<file path="src/logic/sfp_consts.svh">
// constants for the switch forwarding policy block
`ifndef SFP_CONSTS_SVH
`define SFP_CONSTS_SVH
`define SFP_NPORTS 6
`define SFP_NPRIO 4
// global registers
`define SFP_OFF_MIRROR 12'h000
`define SFP_OFF_UNK_UC 12'h004
`define SFP_OFF_UNK_MC 12'h008
`define SFP_OFF_UNK_VID 12'h00c
`define SFP_OFF_EAPOL_RSV 12'h010
`define SFP_OFF_STATUS 12'h014
`define SFP_OFF_DROPS 12'h018
// per-port registers at 0xN000, N = port number 1..6
`define SFP_OFF_PORT_OPCTL 12'h020
`define SFP_OFF_PORT_SCHED 12'h024
`define SFP_OFF_PORT_ING_RATE 12'h028
`define SFP_OFF_PORT_EGR_RATE 12'h02c
`define SFP_OFF_PORT_RATE_OPT 12'h030
// port operation control fields
`define SFP_BIT_TAIL_TAG 2
`define SFP_BIT_RX_SNIFF 0
`define SFP_BIT_TX_SNIFF 1
`define SFP_BIT_AUTH 3
// mirror register fields
`define SFP_BIT_MIRROR_BAD 8
// frame classification
`define SFP_IP_VER_IGMP 4'h4
`define SFP_IGMP_PROTO_VER 4'h2
`define SFP_EAPOL_DA 48'h0180c2000003
`define SFP_EAPOL_LOW 8'h03
`define SFP_IFG_BYTES 16'h000c
`define SFP_PREAMBLE_BYTES 16'h0008
// rate units: one token per byte, bucket refilled every tick
`define SFP_RATE_TICK_NS 1000
`define SFP_CLK_NS 8
`define SFP_LINK_10_MBPS 8'h0a
`define SFP_LINK_100_MBPS 8'h64
`define SFP_BUCKET_DEPTH 24'h00ffff
`endif

</file>
<file path="src/logic/sfp_pkg.sv">
// types for the switch forwarding policy block
`default_nettype none
package sfp_pkg;
  typedef logic [5:0] sfp_pmask_t;
  typedef enum logic [2:0] {
    SFP_CLS_ALL = 3'h0,
    SFP_CLS_MC = 3'h1,
    SFP_CLS_BC = 3'h2,
    SFP_CLS_FLOOD = 3'h3
  } sfp_cls_e;
  typedef enum logic [1:0] {
    SFP_LINK_10 = 2'h0,
    SFP_LINK_100 = 2'h1,
    SFP_LINK_1000 = 2'h2
  } sfp_speed_e;
  typedef enum logic [2:0] {
    SFP_EG_IDLE = 3'h1,
    SFP_EG_SEND = 3'h2,
    SFP_EG_GAP = 3'h4
  } sfp_eg_state_e;
endpackage
`default_nettype wire

</file>
<file path="src/logic/sfp_forwarding_policy.sv">
// forwarding decision, mirroring, scheduling and rate limiting for a six-port switch
// How it works
// - tagging off at reset; tag bit in port opctl makes host port
// - igmp frames, ip version 4, protocol version 2, go only to host
// - known multicast goes only to its table port list
// - mld frames go only to the host port
// - rx sniff ports copy to mirror target; bad frames optional
// - tx sniff destinations also copy to mirror target
// - rx sniff source to tx sniff destination copies to target
// - many sniff sources allowed, any port may be target
// - each egress port selects strict priority or weighted round robin
// - strict priority: queue 3 highest, lower only when higher empty or short of egress tokens
// - weighted round robin favours higher queues without starving lower
// - ingress limiters per port per priority; egress limiters per queue, shared by all ports
// - rate above link speed means unlimited
// - ingress counts da to fcs, optionally plus ifg or preamble; egress counts eg_len
// - ingress limiter counts selected frame classes only
// - ingress drops frames once counted rate exceeds limit
// - egress leaky bucket per queue stretches inter-frame gap
// - exhausted buffer drops frames or asserts flow control
// - unknown destination floods all ports except source
// - unknown uc, mc, vid masks redirect; empty mask discards
// - eapol by fixed or reserved-domain address goes to host
// - host-bound frames carry tail byte, low bits receiving port
// - tag insert and removal only on the host port
//
// The register addresses and the APB slave port were decided locally.
`include "sfp_consts.svh"
`default_nettype none
module sfp_forwarding_policy #(
  parameter int NPORTS = `SFP_NPORTS,
  parameter int NPRIO = `SFP_NPRIO,
  parameter int RATE_TICK_CYC = (`SFP_RATE_TICK_NS + `SFP_CLK_NS - 1) / `SFP_CLK_NS
) (
  // clock and reset
  input wire logic clk,
  input wire logic nrst,
  // apb slave
  input wire logic psel,
  input wire logic penable,
  input wire logic pwrite,
  input wire logic [15:0] paddr,
  input wire logic [31:0] pwdata,
  output logic [31:0] prdata,
  output logic pready,
  output logic pslverr,
  // ingress frame descriptor, one-cycle strobe
  input wire logic fr_valid,
  input wire logic [2:0] fr_src,
  input wire logic [47:0] fr_da,
  input wire logic fr_is_ip4,
  input wire logic [3:0] fr_ip_ver,
  input wire logic [3:0] fr_igmp_ver,
  input wire logic fr_is_mld,
  input wire logic fr_bad,
  input wire logic [1:0] fr_prio,
  input wire logic [15:0] fr_len,
  input wire logic fr_hit,
  input wire logic [5:0] fr_hit_ports,
  input wire logic fr_vid_unknown,
  input wire logic fr_rsv_mc,
  input wire logic [3:0] fr_queue_full,
  // forwarding result
  output logic fwd_valid,
  output logic [5:0] fwd_ports,
  output logic fwd_drop,
  output logic fwd_tag_add,
  output logic [7:0] fwd_tag_byte,
  output logic fwd_strip_tag,
  output logic fwd_pause,
  // egress scheduler of one port, selected by eg_port
  input wire logic [2:0] eg_port,
  input wire logic [3:0] eg_pending,
  input wire logic [15:0] eg_len,
  input wire logic eg_done,
  output logic eg_grant_valid,
  output logic [1:0] eg_grant_q,
  // link speed per port
  input wire logic [11:0] link_speed
);
  import sfp_pkg::*;

  initial begin
    if (NPORTS != 6 || NPRIO != 4 || RATE_TICK_CYC < 1 || RATE_TICK_CYC > 256) begin
      $error("sfp_forwarding_policy: unsupported parameters");
    end
  end

  logic [7:0] opctl_reg [NPORTS];
  logic [1:0] sched_reg [NPORTS];
  logic [7:0] ing_rate_reg [NPORTS];
  logic [7:0] egr_rate_reg [NPORTS];
  logic [3:0] rate_opt_reg [NPORTS];
  logic [8:0] mirror_reg;
  sfp_pmask_t unk_uc_reg, unk_mc_reg, unk_vid_reg;
  logic [2:0] unk_en_reg;
  logic [7:0] eapol_rsv_reg;
  logic [15:0] drops_reg;
  logic [23:0] ing_bkt_reg [NPORTS*NPRIO];
  logic [23:0] egr_bkt_reg [NPRIO];
  logic [7:0] tick_cnt_reg;
  logic tick;

  wire [3:0] port_idx = paddr[15:12];
  wire [11:0] reg_off = paddr[11:0];
  wire port_hit = (port_idx >= 4'h1) && (port_idx <= 4'h6);
  wire [2:0] pi = 3'(port_idx - 4'h1);
  wire apb_wr = psel && penable && pwrite;
  wire apb_rd = psel && penable && !pwrite;

  // decode of the addressed register
  logic map_ok;
  logic [31:0] rd_val;
  always_comb begin
    map_ok = 1'b1;
    rd_val = 32'h0;
    if (port_idx == 4'h0) begin
      case (reg_off)
        `SFP_OFF_MIRROR: rd_val = {23'h0, mirror_reg};
        `SFP_OFF_UNK_UC: rd_val = {23'h0, unk_en_reg[0], 2'h0, unk_uc_reg};
        `SFP_OFF_UNK_MC: rd_val = {23'h0, unk_en_reg[1], 2'h0, unk_mc_reg};
        `SFP_OFF_UNK_VID: rd_val = {23'h0, unk_en_reg[2], 2'h0, unk_vid_reg};
        `SFP_OFF_EAPOL_RSV: rd_val = {24'h0, eapol_rsv_reg};
        `SFP_OFF_STATUS: rd_val = {28'h0, fr_queue_full};
        `SFP_OFF_DROPS: rd_val = {16'h0, drops_reg};
        default: map_ok = 1'b0;
      endcase
    end else if (port_hit) begin
      case (reg_off)
        `SFP_OFF_PORT_OPCTL: rd_val = {24'h0, opctl_reg[pi]};
        `SFP_OFF_PORT_SCHED: rd_val = {30'h0, sched_reg[pi]};
        `SFP_OFF_PORT_ING_RATE: rd_val = {24'h0, ing_rate_reg[pi]};
        `SFP_OFF_PORT_EGR_RATE: rd_val = {24'h0, egr_rate_reg[pi]};
        `SFP_OFF_PORT_RATE_OPT: rd_val = {28'h0, rate_opt_reg[pi]};
        default: map_ok = 1'b0;
      endcase
    end else begin
      map_ok = 1'b0;
    end
  end

  // apb answer registered in the access phase; pready one cycle per access
  always_ff @(posedge clk) begin
    if (!nrst) begin
      pready <= 1'b0;
      pslverr <= 1'b0;
      prdata <= 32'h0;
    end else begin
      pready <= psel && penable && !pready;
      pslverr <= psel && penable && !pready && !map_ok;
      prdata <= (apb_rd && !pready && map_ok) ? rd_val : 32'h0;
    end
  end

  wire wr_ok = apb_wr && pready && map_ok;

  // per-port registers
  genvar gp;
  generate
    for (gp = 0; gp < NPORTS; gp++) begin : g_port
      always_ff @(posedge clk) begin
        if (!nrst) begin
          opctl_reg[gp] <= 8'h0;
          sched_reg[gp] <= 2'h0;
          ing_rate_reg[gp] <= 8'hff;
          egr_rate_reg[gp] <= 8'hff;
          rate_opt_reg[gp] <= 4'h0;
        end else if (wr_ok && port_hit && pi == 3'(gp)) begin
          case (reg_off)
            `SFP_OFF_PORT_OPCTL: opctl_reg[gp] <= pwdata[7:0];
            `SFP_OFF_PORT_SCHED: sched_reg[gp] <= pwdata[1:0];
            `SFP_OFF_PORT_ING_RATE: ing_rate_reg[gp] <= pwdata[7:0];
            `SFP_OFF_PORT_EGR_RATE: egr_rate_reg[gp] <= pwdata[7:0];
            `SFP_OFF_PORT_RATE_OPT: rate_opt_reg[gp] <= pwdata[3:0];
            default: opctl_reg[gp] <= opctl_reg[gp];
          endcase
        end
      end
    end
  endgenerate

  // global registers
  always_ff @(posedge clk) begin
    if (!nrst) begin
      mirror_reg <= 9'h0;
      unk_uc_reg <= 6'h0;
      unk_mc_reg <= 6'h0;
      unk_vid_reg <= 6'h0;
      unk_en_reg <= 3'h0;
      eapol_rsv_reg <= 8'h0;
    end else if (wr_ok && port_idx == 4'h0) begin
      case (reg_off)
        `SFP_OFF_MIRROR: mirror_reg <= pwdata[8:0];
        `SFP_OFF_UNK_UC: {unk_en_reg[0], unk_uc_reg} <= {pwdata[8], pwdata[5:0]};
        `SFP_OFF_UNK_MC: {unk_en_reg[1], unk_mc_reg} <= {pwdata[8], pwdata[5:0]};
        `SFP_OFF_UNK_VID: {unk_en_reg[2], unk_vid_reg} <= {pwdata[8], pwdata[5:0]};
        `SFP_OFF_EAPOL_RSV: eapol_rsv_reg <= pwdata[7:0];
        default: mirror_reg <= mirror_reg;
      endcase
    end
  end

  // host port, receive and transmit sniff and authorisation masks
  sfp_pmask_t host_m, rxs_m, txs_m, auth_m;
  generate
    for (gp = 0; gp < NPORTS; gp++) begin : g_mask
      assign host_m[gp] = opctl_reg[gp][`SFP_BIT_TAIL_TAG];
      assign rxs_m[gp] = opctl_reg[gp][`SFP_BIT_RX_SNIFF];
      assign txs_m[gp] = opctl_reg[gp][`SFP_BIT_TX_SNIFF];
      assign auth_m[gp] = opctl_reg[gp][`SFP_BIT_AUTH];
    end
  endgenerate
  wire tag_on = |host_m;
  wire [2:0] mir_tgt = mirror_reg[2:0];
  wire mir_en = mirror_reg[3];
  wire [5:0] src_m = 6'h1 << fr_src;

  // rate tick
  assign tick = (tick_cnt_reg == 8'(RATE_TICK_CYC - 1));
  always_ff @(posedge clk) begin
    if (!nrst || tick) begin
      tick_cnt_reg <= 8'h0;
    end else begin
      tick_cnt_reg <= tick_cnt_reg + 8'h1;
    end
  end

  // frame size for accounting
  function automatic logic [23:0] acct_len(input logic [15:0] len, input logic [3:0] opt);
    logic [15:0] s;
    s = len;
    if (opt[2]) s = s + `SFP_IFG_BYTES;
    if (opt[3]) s = s + `SFP_PREAMBLE_BYTES;
    return {8'h0, s};
  endfunction

  function automatic logic unlimited(input logic [7:0] rate, input logic [1:0] spd);
    return (spd == SFP_LINK_10 && rate > `SFP_LINK_10_MBPS) ||
           (spd == SFP_LINK_100 && rate > `SFP_LINK_100_MBPS) || rate == 8'hff;
  endfunction

  // forwarding decision
  logic [5:0] dest;
  logic drop_c, cls_hit, over_c;
  logic [4:0] bi;
  always_comb begin
    bi = 5'({fr_src, fr_prio});
    cls_hit = 1'b0;
    case (sfp_cls_e'({1'b0, rate_opt_reg[fr_src][1:0]}))
      SFP_CLS_ALL: cls_hit = 1'b1;
      SFP_CLS_MC: cls_hit = fr_da[40] && fr_da != 48'hffffffffffff;
      SFP_CLS_BC: cls_hit = fr_da == 48'hffffffffffff;
      SFP_CLS_FLOOD: cls_hit = !fr_hit && !fr_da[40];
      default: cls_hit = 1'b0;
    endcase
    over_c = cls_hit && !unlimited(ing_rate_reg[fr_src], link_speed[2*fr_src +: 2]) &&
             ing_bkt_reg[bi] < acct_len(fr_len, rate_opt_reg[fr_src]);
    drop_c = 1'b0;
    if (fr_hit) begin
      dest = fr_hit_ports;
    end else if (fr_vid_unknown && unk_en_reg[2]) begin
      dest = unk_vid_reg;
    end else if (fr_da[40] && unk_en_reg[1]) begin
      dest = unk_mc_reg;
    end else if (!fr_da[40] && unk_en_reg[0]) begin
      dest = unk_uc_reg;
    end else begin
      dest = ~src_m;
    end
    if (fr_is_ip4 && fr_ip_ver == `SFP_IP_VER_IGMP && fr_igmp_ver == `SFP_IGMP_PROTO_VER) begin
      dest = host_m;
    end
    if (fr_is_mld) dest = host_m;
    if (fr_da == `SFP_EAPOL_DA || (fr_rsv_mc && fr_da[7:0] == `SFP_EAPOL_LOW)) begin
      dest = host_m;
    end else if (!auth_m[fr_src]) begin
      dest = 6'h0;
    end
    if (fr_bad) dest = 6'h0;
    if (mir_en && (rxs_m[fr_src] || (|(dest & txs_m))) &&
        (!fr_bad || mirror_reg[`SFP_BIT_MIRROR_BAD])) begin
      dest = dest | (6'h1 << mir_tgt);
    end
    if (mir_en && mirror_reg[4] && |(dest & txs_m)) dest = dest | (6'h1 << mir_tgt);
    if (over_c) drop_c = 1'b1;
    // full queue drop unless flow control
    if (fr_queue_full[fr_prio] && !mirror_reg[5]) drop_c = 1'b1;
    if (dest == 6'h0) drop_c = 1'b1;
    if (drop_c) dest = 6'h0;
  end

  generate
    for (gp = 0; gp < NPORTS*NPRIO; gp++) begin : g_ibkt
      always_ff @(posedge clk) begin
        if (!nrst) begin
          ing_bkt_reg[gp] <= `SFP_BUCKET_DEPTH;
        end else if (fr_valid && bi == 5'(gp) && cls_hit && !over_c && !drop_c) begin
          ing_bkt_reg[gp] <= ing_bkt_reg[gp] - acct_len(fr_len, rate_opt_reg[gp/NPRIO]);
        end else if (tick && ing_bkt_reg[gp] < `SFP_BUCKET_DEPTH) begin
          ing_bkt_reg[gp] <= ing_bkt_reg[gp] + {16'h0, ing_rate_reg[gp/NPRIO]};
        end
      end
    end
  endgenerate

  always_ff @(posedge clk) begin
    if (!nrst) begin
      drops_reg <= 16'h0;
    end else if (fr_valid && drop_c && drops_reg != 16'hffff) begin
      drops_reg <= drops_reg + 16'h1;
    end
  end

  // result registers
  always_ff @(posedge clk) begin
    if (!nrst) begin
      fwd_valid <= 1'b0;
      fwd_ports <= 6'h0;
      fwd_drop <= 1'b0;
      fwd_tag_add <= 1'b0;
      fwd_tag_byte <= 8'h0;
      fwd_strip_tag <= 1'b0;
      fwd_pause <= 1'b0;
    end else begin
      fwd_valid <= fr_valid;
      fwd_ports <= fr_valid ? dest : 6'h0;
      fwd_drop <= fr_valid && drop_c;
      fwd_tag_add <= fr_valid && tag_on && |(dest & host_m);
      fwd_tag_byte <= {5'h0, fr_src};
      fwd_strip_tag <= fr_valid && tag_on && host_m[fr_src];
      fwd_pause <= mirror_reg[5] && |fr_queue_full;
    end
  end

  // egress scheduler and shaper for the selected port
  sfp_eg_state_e eg_state_reg;
  logic [1:0] eg_q_reg;
  logic [3:0] wrr_cnt_reg [NPRIO];
  logic [3:0] elig;
  logic [1:0] pick;
  logic pick_ok, wrr_live;
  always_comb begin
    pick = 2'h0;
    pick_ok = 1'b0;
    wrr_live = 1'b0;
    for (int q = 0; q < NPRIO; q++) begin
      elig[q] = eg_pending[q] && (unlimited(egr_rate_reg[eg_port], link_speed[2*eg_port +: 2])
                || egr_bkt_reg[q] >= {8'h0, eg_len});
    end
    if (sched_reg[eg_port][0]) begin
      for (int q = 0; q < NPRIO; q++) begin
        if (elig[NPRIO-1-q] && wrr_cnt_reg[q] != 4'h0 && !pick_ok) begin
          pick = 2'(NPRIO - 1 - q);
          pick_ok = 1'b1;
          wrr_live = 1'b1;
        end
      end
      for (int q = 0; q < NPRIO; q++) begin
        if (elig[NPRIO-1-q] && !pick_ok) begin
          pick = 2'(NPRIO - 1 - q);
          pick_ok = 1'b1;
        end
      end
    end else begin
      for (int q = 0; q < NPRIO; q++) begin
        if (elig[q] && !pick_ok) begin
          pick = 2'(q);
          pick_ok = 1'b0 || (elig >> (q + 1)) == 4'h0;
        end
      end
    end
  end

  always_ff @(posedge clk) begin
    if (!nrst) begin
      eg_state_reg <= SFP_EG_IDLE;
      eg_q_reg <= 2'h0;
      eg_grant_valid <= 1'b0;
      eg_grant_q <= 2'h0;
    end else begin
      eg_grant_valid <= 1'b0;
      case (eg_state_reg)
        SFP_EG_IDLE: begin
          if (pick_ok) begin
            eg_q_reg <= pick;
            eg_grant_q <= pick;
            eg_grant_valid <= 1'b1;
            eg_state_reg <= SFP_EG_SEND;
          end
        end
        SFP_EG_SEND: if (eg_done) eg_state_reg <= SFP_EG_GAP;
        // gap held until the next rate tick
        SFP_EG_GAP: if (tick) eg_state_reg <= SFP_EG_IDLE;
        default: eg_state_reg <= SFP_EG_IDLE;
      endcase
    end
  end

  // weights 8/4/2/1 for queues 3..0, reloaded once no eligible queue has credit
  generate
    for (gp = 0; gp < NPRIO; gp++) begin : g_egq
      always_ff @(posedge clk) begin
        if (!nrst || !wrr_live) begin
          wrr_cnt_reg[gp] <= 4'(1 << (NPRIO - 1 - gp));
        end else if (eg_state_reg == SFP_EG_IDLE && pick_ok && pick == 2'(NPRIO - 1 - gp)
                     && wrr_cnt_reg[gp] != 4'h0) begin
          wrr_cnt_reg[gp] <= wrr_cnt_reg[gp] - 4'h1;
        end
      end
      always_ff @(posedge clk) begin
        if (!nrst) begin
          egr_bkt_reg[gp] <= `SFP_BUCKET_DEPTH;
        end else if (eg_state_reg == SFP_EG_IDLE && pick_ok && pick == 2'(gp)) begin
          egr_bkt_reg[gp] <= (egr_bkt_reg[gp] >= {8'h0, eg_len}) ?
                             egr_bkt_reg[gp] - {8'h0, eg_len} : 24'h0;
        end else if (tick && egr_bkt_reg[gp] < `SFP_BUCKET_DEPTH) begin
          egr_bkt_reg[gp] <= egr_bkt_reg[gp] + {16'h0, egr_rate_reg[eg_port]};
        end
      end
    end
  endgenerate
endmodule
`default_nettype wire

</file>
<file path="config.mk">
export PLATFORM = sky130hd
export DESIGN_NAME = sfp_forwarding_policy
export DESIGN_NICKNAME = d
export VERILOG_FILES = /design/src/logic/sfp_pkg.sv /design/src/logic/sfp_forwarding_policy.sv
export VERILOG_INCLUDE_DIRS = /design/src /design/src/logic
export SDC_FILE = /design/constraint.sdc
export NUM_CORES = 2
export LEC_CHECK = 0
export BUFFER_PORTS_ARGS = -buffer_cell sky130_fd_sc_hd__clkbuf_2
export CORE_ASPECT_RATIO = 1.2
export CORE_MARGIN = 5
export CORE_UTILIZATION = 59
export CTS_CLUSTER_DIAMETER = 30
export DETAILED_ROUTE_END_ITERATION = 10
export PLACE_DENSITY = 0.76
export SYNTH_ARGS = -nofsm -noshare
export SYNTH_HDL_FRONTEND = slang
export SYNTH_SLANG_ARGS = --single-unit
export TNS_END_PERCENT = 20
</file>
<file path="constraint.sdc">
create_clock -name clk -period 9.96 [get_ports clk]
set_input_delay 0.996 -clock clk [delete_from_list [all_inputs] [get_ports clk]]
set_output_delay 0.996 -clock clk [all_outputs]
set_load 0.02 [all_outputs]
</file>
==> results.yml <==
outcome:
  outcome: "complete, no violations"
synth:
  netlist_area_before_placement_um2: 86200
  synthesis.instances: 9336
  avgSynthCellArea_um2: 9.23
  ys_ff_latch: 968
  synth-edff-count: 868
  netlist-cell-type-count: 95
  yosys_warn_count: 0
  dominantRegCellSynth: "sky130_fd_sc_hd__edfxtp_1"
  async_reset_ff_frac: 0
  ys_seq_area_frac: 0.326
place:
  dpl_worst_slack_ns: 0.0461
  dp_hpwl_um: 236000
  placement.io_buffers: 194
  gp_congestion: 1.05
cells_and_area:
  register_area_um2: 28100
  flow.area_growth_from_synthesis_pct: 13.9
  layout.cells.most_common_list: "868 x sky130_fd_sc_hd__edfxtp_1, 796 x sky130_fd_sc_hd__nor2_1, 729 x sky130_fd_sc_hd__nand2_1"
  filler_cell_count: 11513
  nNetsFinal: 10531
  multi_input_area_um2: 55100
  mostFrequentLayoutCell: "sky130_fd_sc_hd__edfxtp_1"
  post_route_cells_drive_above_1_share: 0.113
  largest_register_ffs: 576
detailed_routing:
  routed_via_density: 6.68
  dr.first_iter.drc_count: 8877
  ant_nets: 0
  route.final.wire_length_um: 314000
  vias: 78567
  routed_wire_length_per_instance_um: 26.7
  drtPass1Iterations: 6
  drt_drc_violations_left: 0
global_route:
  groute.usage.overall: 0.392
  grt_start_max_net_pins: 64
  grt_antenna_before_repair: 36
  vias_in_the_first_global_route: 76984
  grt_first_pass_wirelength_um: 465000
  grt_remaining_overflow: 0
die:
  die_outline_width_um: 359
  std_cell_rows: 153
  initial_utilization: 0.594
  die_height_um: 429
  io_pins: 239
  core_region_area_um2: 145000
  die_area_um2: 154000
clock_tree:
  clk_pin_slew_ns: 0.06
  cts_tree: "yes"
  numCtsBuffers: 233
  cts_resized: 0
  cts_buffer_depth: 3
  cts_sinks: 968
  clk-insertion-delay-late_ns: 0.90
  cts-htree-levels: 4
  ctsHoldBuffers: 0
  cts.root.buffer_cell: "sky130_fd_sc_hd__clkbuf_16"
  post_cts.repair.setup_buffers: 0
timing:
  slew_viol_final: 0
  timing.clock.skew_ns: 0.0600
  final.setup.worst_slack_ns: 0.706
  post-route-period-util: 0.929
  totalNegativeSetupSlack_ns: 0
  worst-slew-pin-transition_ns: 1.41
  max_slew_margin: 0.0560
  clock.fmax_mhz: 108
  report.final.hold_viol_count: 0
  final.min_clock_period_ns: 9.25
  setup_viol_count_final: 0
  rsz_0062_raised_after_global_routing: "no"
critical_path:
  crit_slowest_cell: "sky130_fd_sc_hd__or4b_2"
  crit_path_start_kind: "register"
  worst_ep_arrival_time_ns: 9.97
  cp_class: "register to register"
  cpMostUsedCell: "sky130_fd_sc_hd__a31oi_1"
  critical-path-top-delay-family: "compound AO/OA/AOI/OAI gates"
  required_time_worst_endpoint_ns: 10.68
  setup.worst_path.end_class: "register"
  total_buffers_and_inverters_traversed_by_the_critical_path: 2
  timing.critical_path.fanout_max: 33
  worst_path_largest_cell_delay_ns: 0.61
pwr:
  combinationalPowerShare: 0.160
  worst_ir_drop_vdd_v: 0.000215
  p_switching_mw: 4.45
  seq_power_share: 0.304
  power.internal_mw: 10.7
  clockPowerShare: 0.537
  netSwitchingFraction: 0.293
  p_leak_nw: 36.4
  pwr_density_cell_nw_per_um2: 155
min_path:
  worst_hold_path_type: "input port to register"
job:
  maxCapViolCount: 0
==> cell families (layout without fill, tap and decap cells) <==
logic type                 count (synthesis)  count (layout)  synth area share
muxes                                    286             286            0.0598
xor gates and xnor gates                1085            1085             0.110
AOI/OAI and AO/OA                       2319            2319             0.175
other                                      1              50         0.0000435
buffers and inverters                    814            1254            0.0371
DFF                                      968             968             0.326
and+or+nand+nor                         3101            3101             0.177
adders and majority gates                762             762             0.115
==> worst reg2reg max path: cells and delay by family, from the launching register on <==
| family | cells | cell delay [ns] |
|---|---|---|
| fa+ha+maj | 2 | 0.55 |
| simple gates | 7 | 1.92 |
| flops | 1 | 0.40 |
| buf+inv | 2 | 0.62 |
| mux | 1 | 0.51 |
| xor+xnor | 2 | 0.30 |
| compound gates | 19 | 4.79 |
==> cell type report <==
| type | instances | share of cell area |
|---|---|---|
| diodes | 29 | 0.000739 |
| clock buffers | 246 | 0.0599 |
| flip-flops and latches | 968 | 0.286 |
| clock inverters | 199 | 0.0260 |
| inverters | 441 | 0.0169 |
| well taps | 1937 | 0.0247 |
| repair buffers | 368 | 0.0239 |
| multi-input cells | 7574 | 0.562 |
==> power by group through the flow <==
stage / sequential, mW / combinational (mW) / clock (mW)
2_1_floorplan: 4.65 / 1.70 / 0
3_3_place_gp: 4.68 / 2.30 / 0
3_5_place_dp: 4.69 / 2.35 / 0
4_1_cts: 4.61 / 2.37 / 8.18
5_1_grt: 4.62 / 2.62 / 8.41
6_report: 4.62 / 2.43 / 8.15
==> path summary, 6_finish.rpt <==
check | from | cells past startpoint | slack [ns] | to
worst max-delay path | rate_opt_reg[3][2] | 33 | 0.71 | ing_bkt_reg[16][23]
worst min-delay path | nrst | 2 | 0.41 | eg_state_reg[0]
worst max register to register | rate_opt_reg[3][2] | 33 | 0.71 | ing_bkt_reg[16][23]
worst min register to register | tick_cnt_reg[0] | 1 | 0.46 | tick_cnt_reg[0]
==> cells in the mapped netlist (36+ instances only) <==
cell type                    n  area share
sky130_fd_sc_hd__edfxtp_1  868        0.30
sky130_fd_sc_hd__nor2_1    796       0.035
sky130_fd_sc_hd__nand2_1   730       0.032
sky130_fd_sc_hd__ha_1      707        0.10
sky130_fd_sc_hd__a21oi_1   636       0.037
sky130_fd_sc_hd__xnor2_1   628       0.064
sky130_fd_sc_hd__o21ai_0   464       0.027
sky130_fd_sc_hd__xor2_1    457       0.046
sky130_fd_sc_hd__inv_1     439       0.019
sky130_fd_sc_hd__a22oi_1   332       0.029
sky130_fd_sc_hd__nor3_1    266       0.015
sky130_fd_sc_hd__clkbuf_1  262       0.011
sky130_fd_sc_hd__nand3_1   261       0.015
sky130_fd_sc_hd__or3_1     207       0.015
sky130_fd_sc_hd__a21o_1    183       0.016
sky130_fd_sc_hd__mux4_2    180       0.047
sky130_fd_sc_hd__nand2b_1  136      0.0099
sky130_fd_sc_hd__nand4_1   120      0.0087
sky130_fd_sc_hd__nor2b_1   110      0.0080
sky130_fd_sc_hd__and2_1    101      0.0073
sky130_fd_sc_hd__dfxtp_1   100       0.023
sky130_fd_sc_hd__and3_1     98      0.0071
sky130_fd_sc_hd__nor4_1     87      0.0063
sky130_fd_sc_hd__mux2i_1    78      0.0091
sky130_fd_sc_hd__a21boi_0   70      0.0061
sky130_fd_sc_hd__a31oi_1    69      0.0050
sky130_fd_sc_hd__o21bai_1   67      0.0058
sky130_fd_sc_hd__o211ai_1   61      0.0053
sky130_fd_sc_hd__o21a_1     59      0.0051
sky130_fd_sc_hd__fa_1       55       0.013
sky130_fd_sc_hd__or2_2      51      0.0037
sky130_fd_sc_hd__buf_1      46      0.0020
sky130_fd_sc_hd__buf_2      40      0.0023
sky130_fd_sc_hd__a211oi_1   36      0.0031
==> through the flow <==
step / instance area, um2 / utilization / power (mW) / hold slack, ns / instances
2_1_floorplan: 86200 / - / 6.35 / 0.430 / 9356
3_3_place_gp: 89600 / 0.618 / 6.98 / 0.438 / 11288
3_5_place_dp: 89600 / 0.618 / 7.03 / 0.449 / 11288
4_1_cts: 98100 / 0.676 / 15.2 / 0.359 / 11733
5_1_grt: 98100 / 0.676 / 15.7 / 0.403 / 11736
6_report: 98100 / 0.676 / 15.2 / 0.412 / 11762
==> routing by layer <==
metal,vias up,wire [um],GRT usage,share of wire
met3,1241,32700,0.0995,0.10
met1,37690,111000,0.459,0.36
met2,4301,140000,0.615,0.45
met5,-,102,0,0.00033
met4,16,29500,0.310,0.094
li1,35319,-,-,-
No activity file was read; power rests on OpenSTA's default activity.
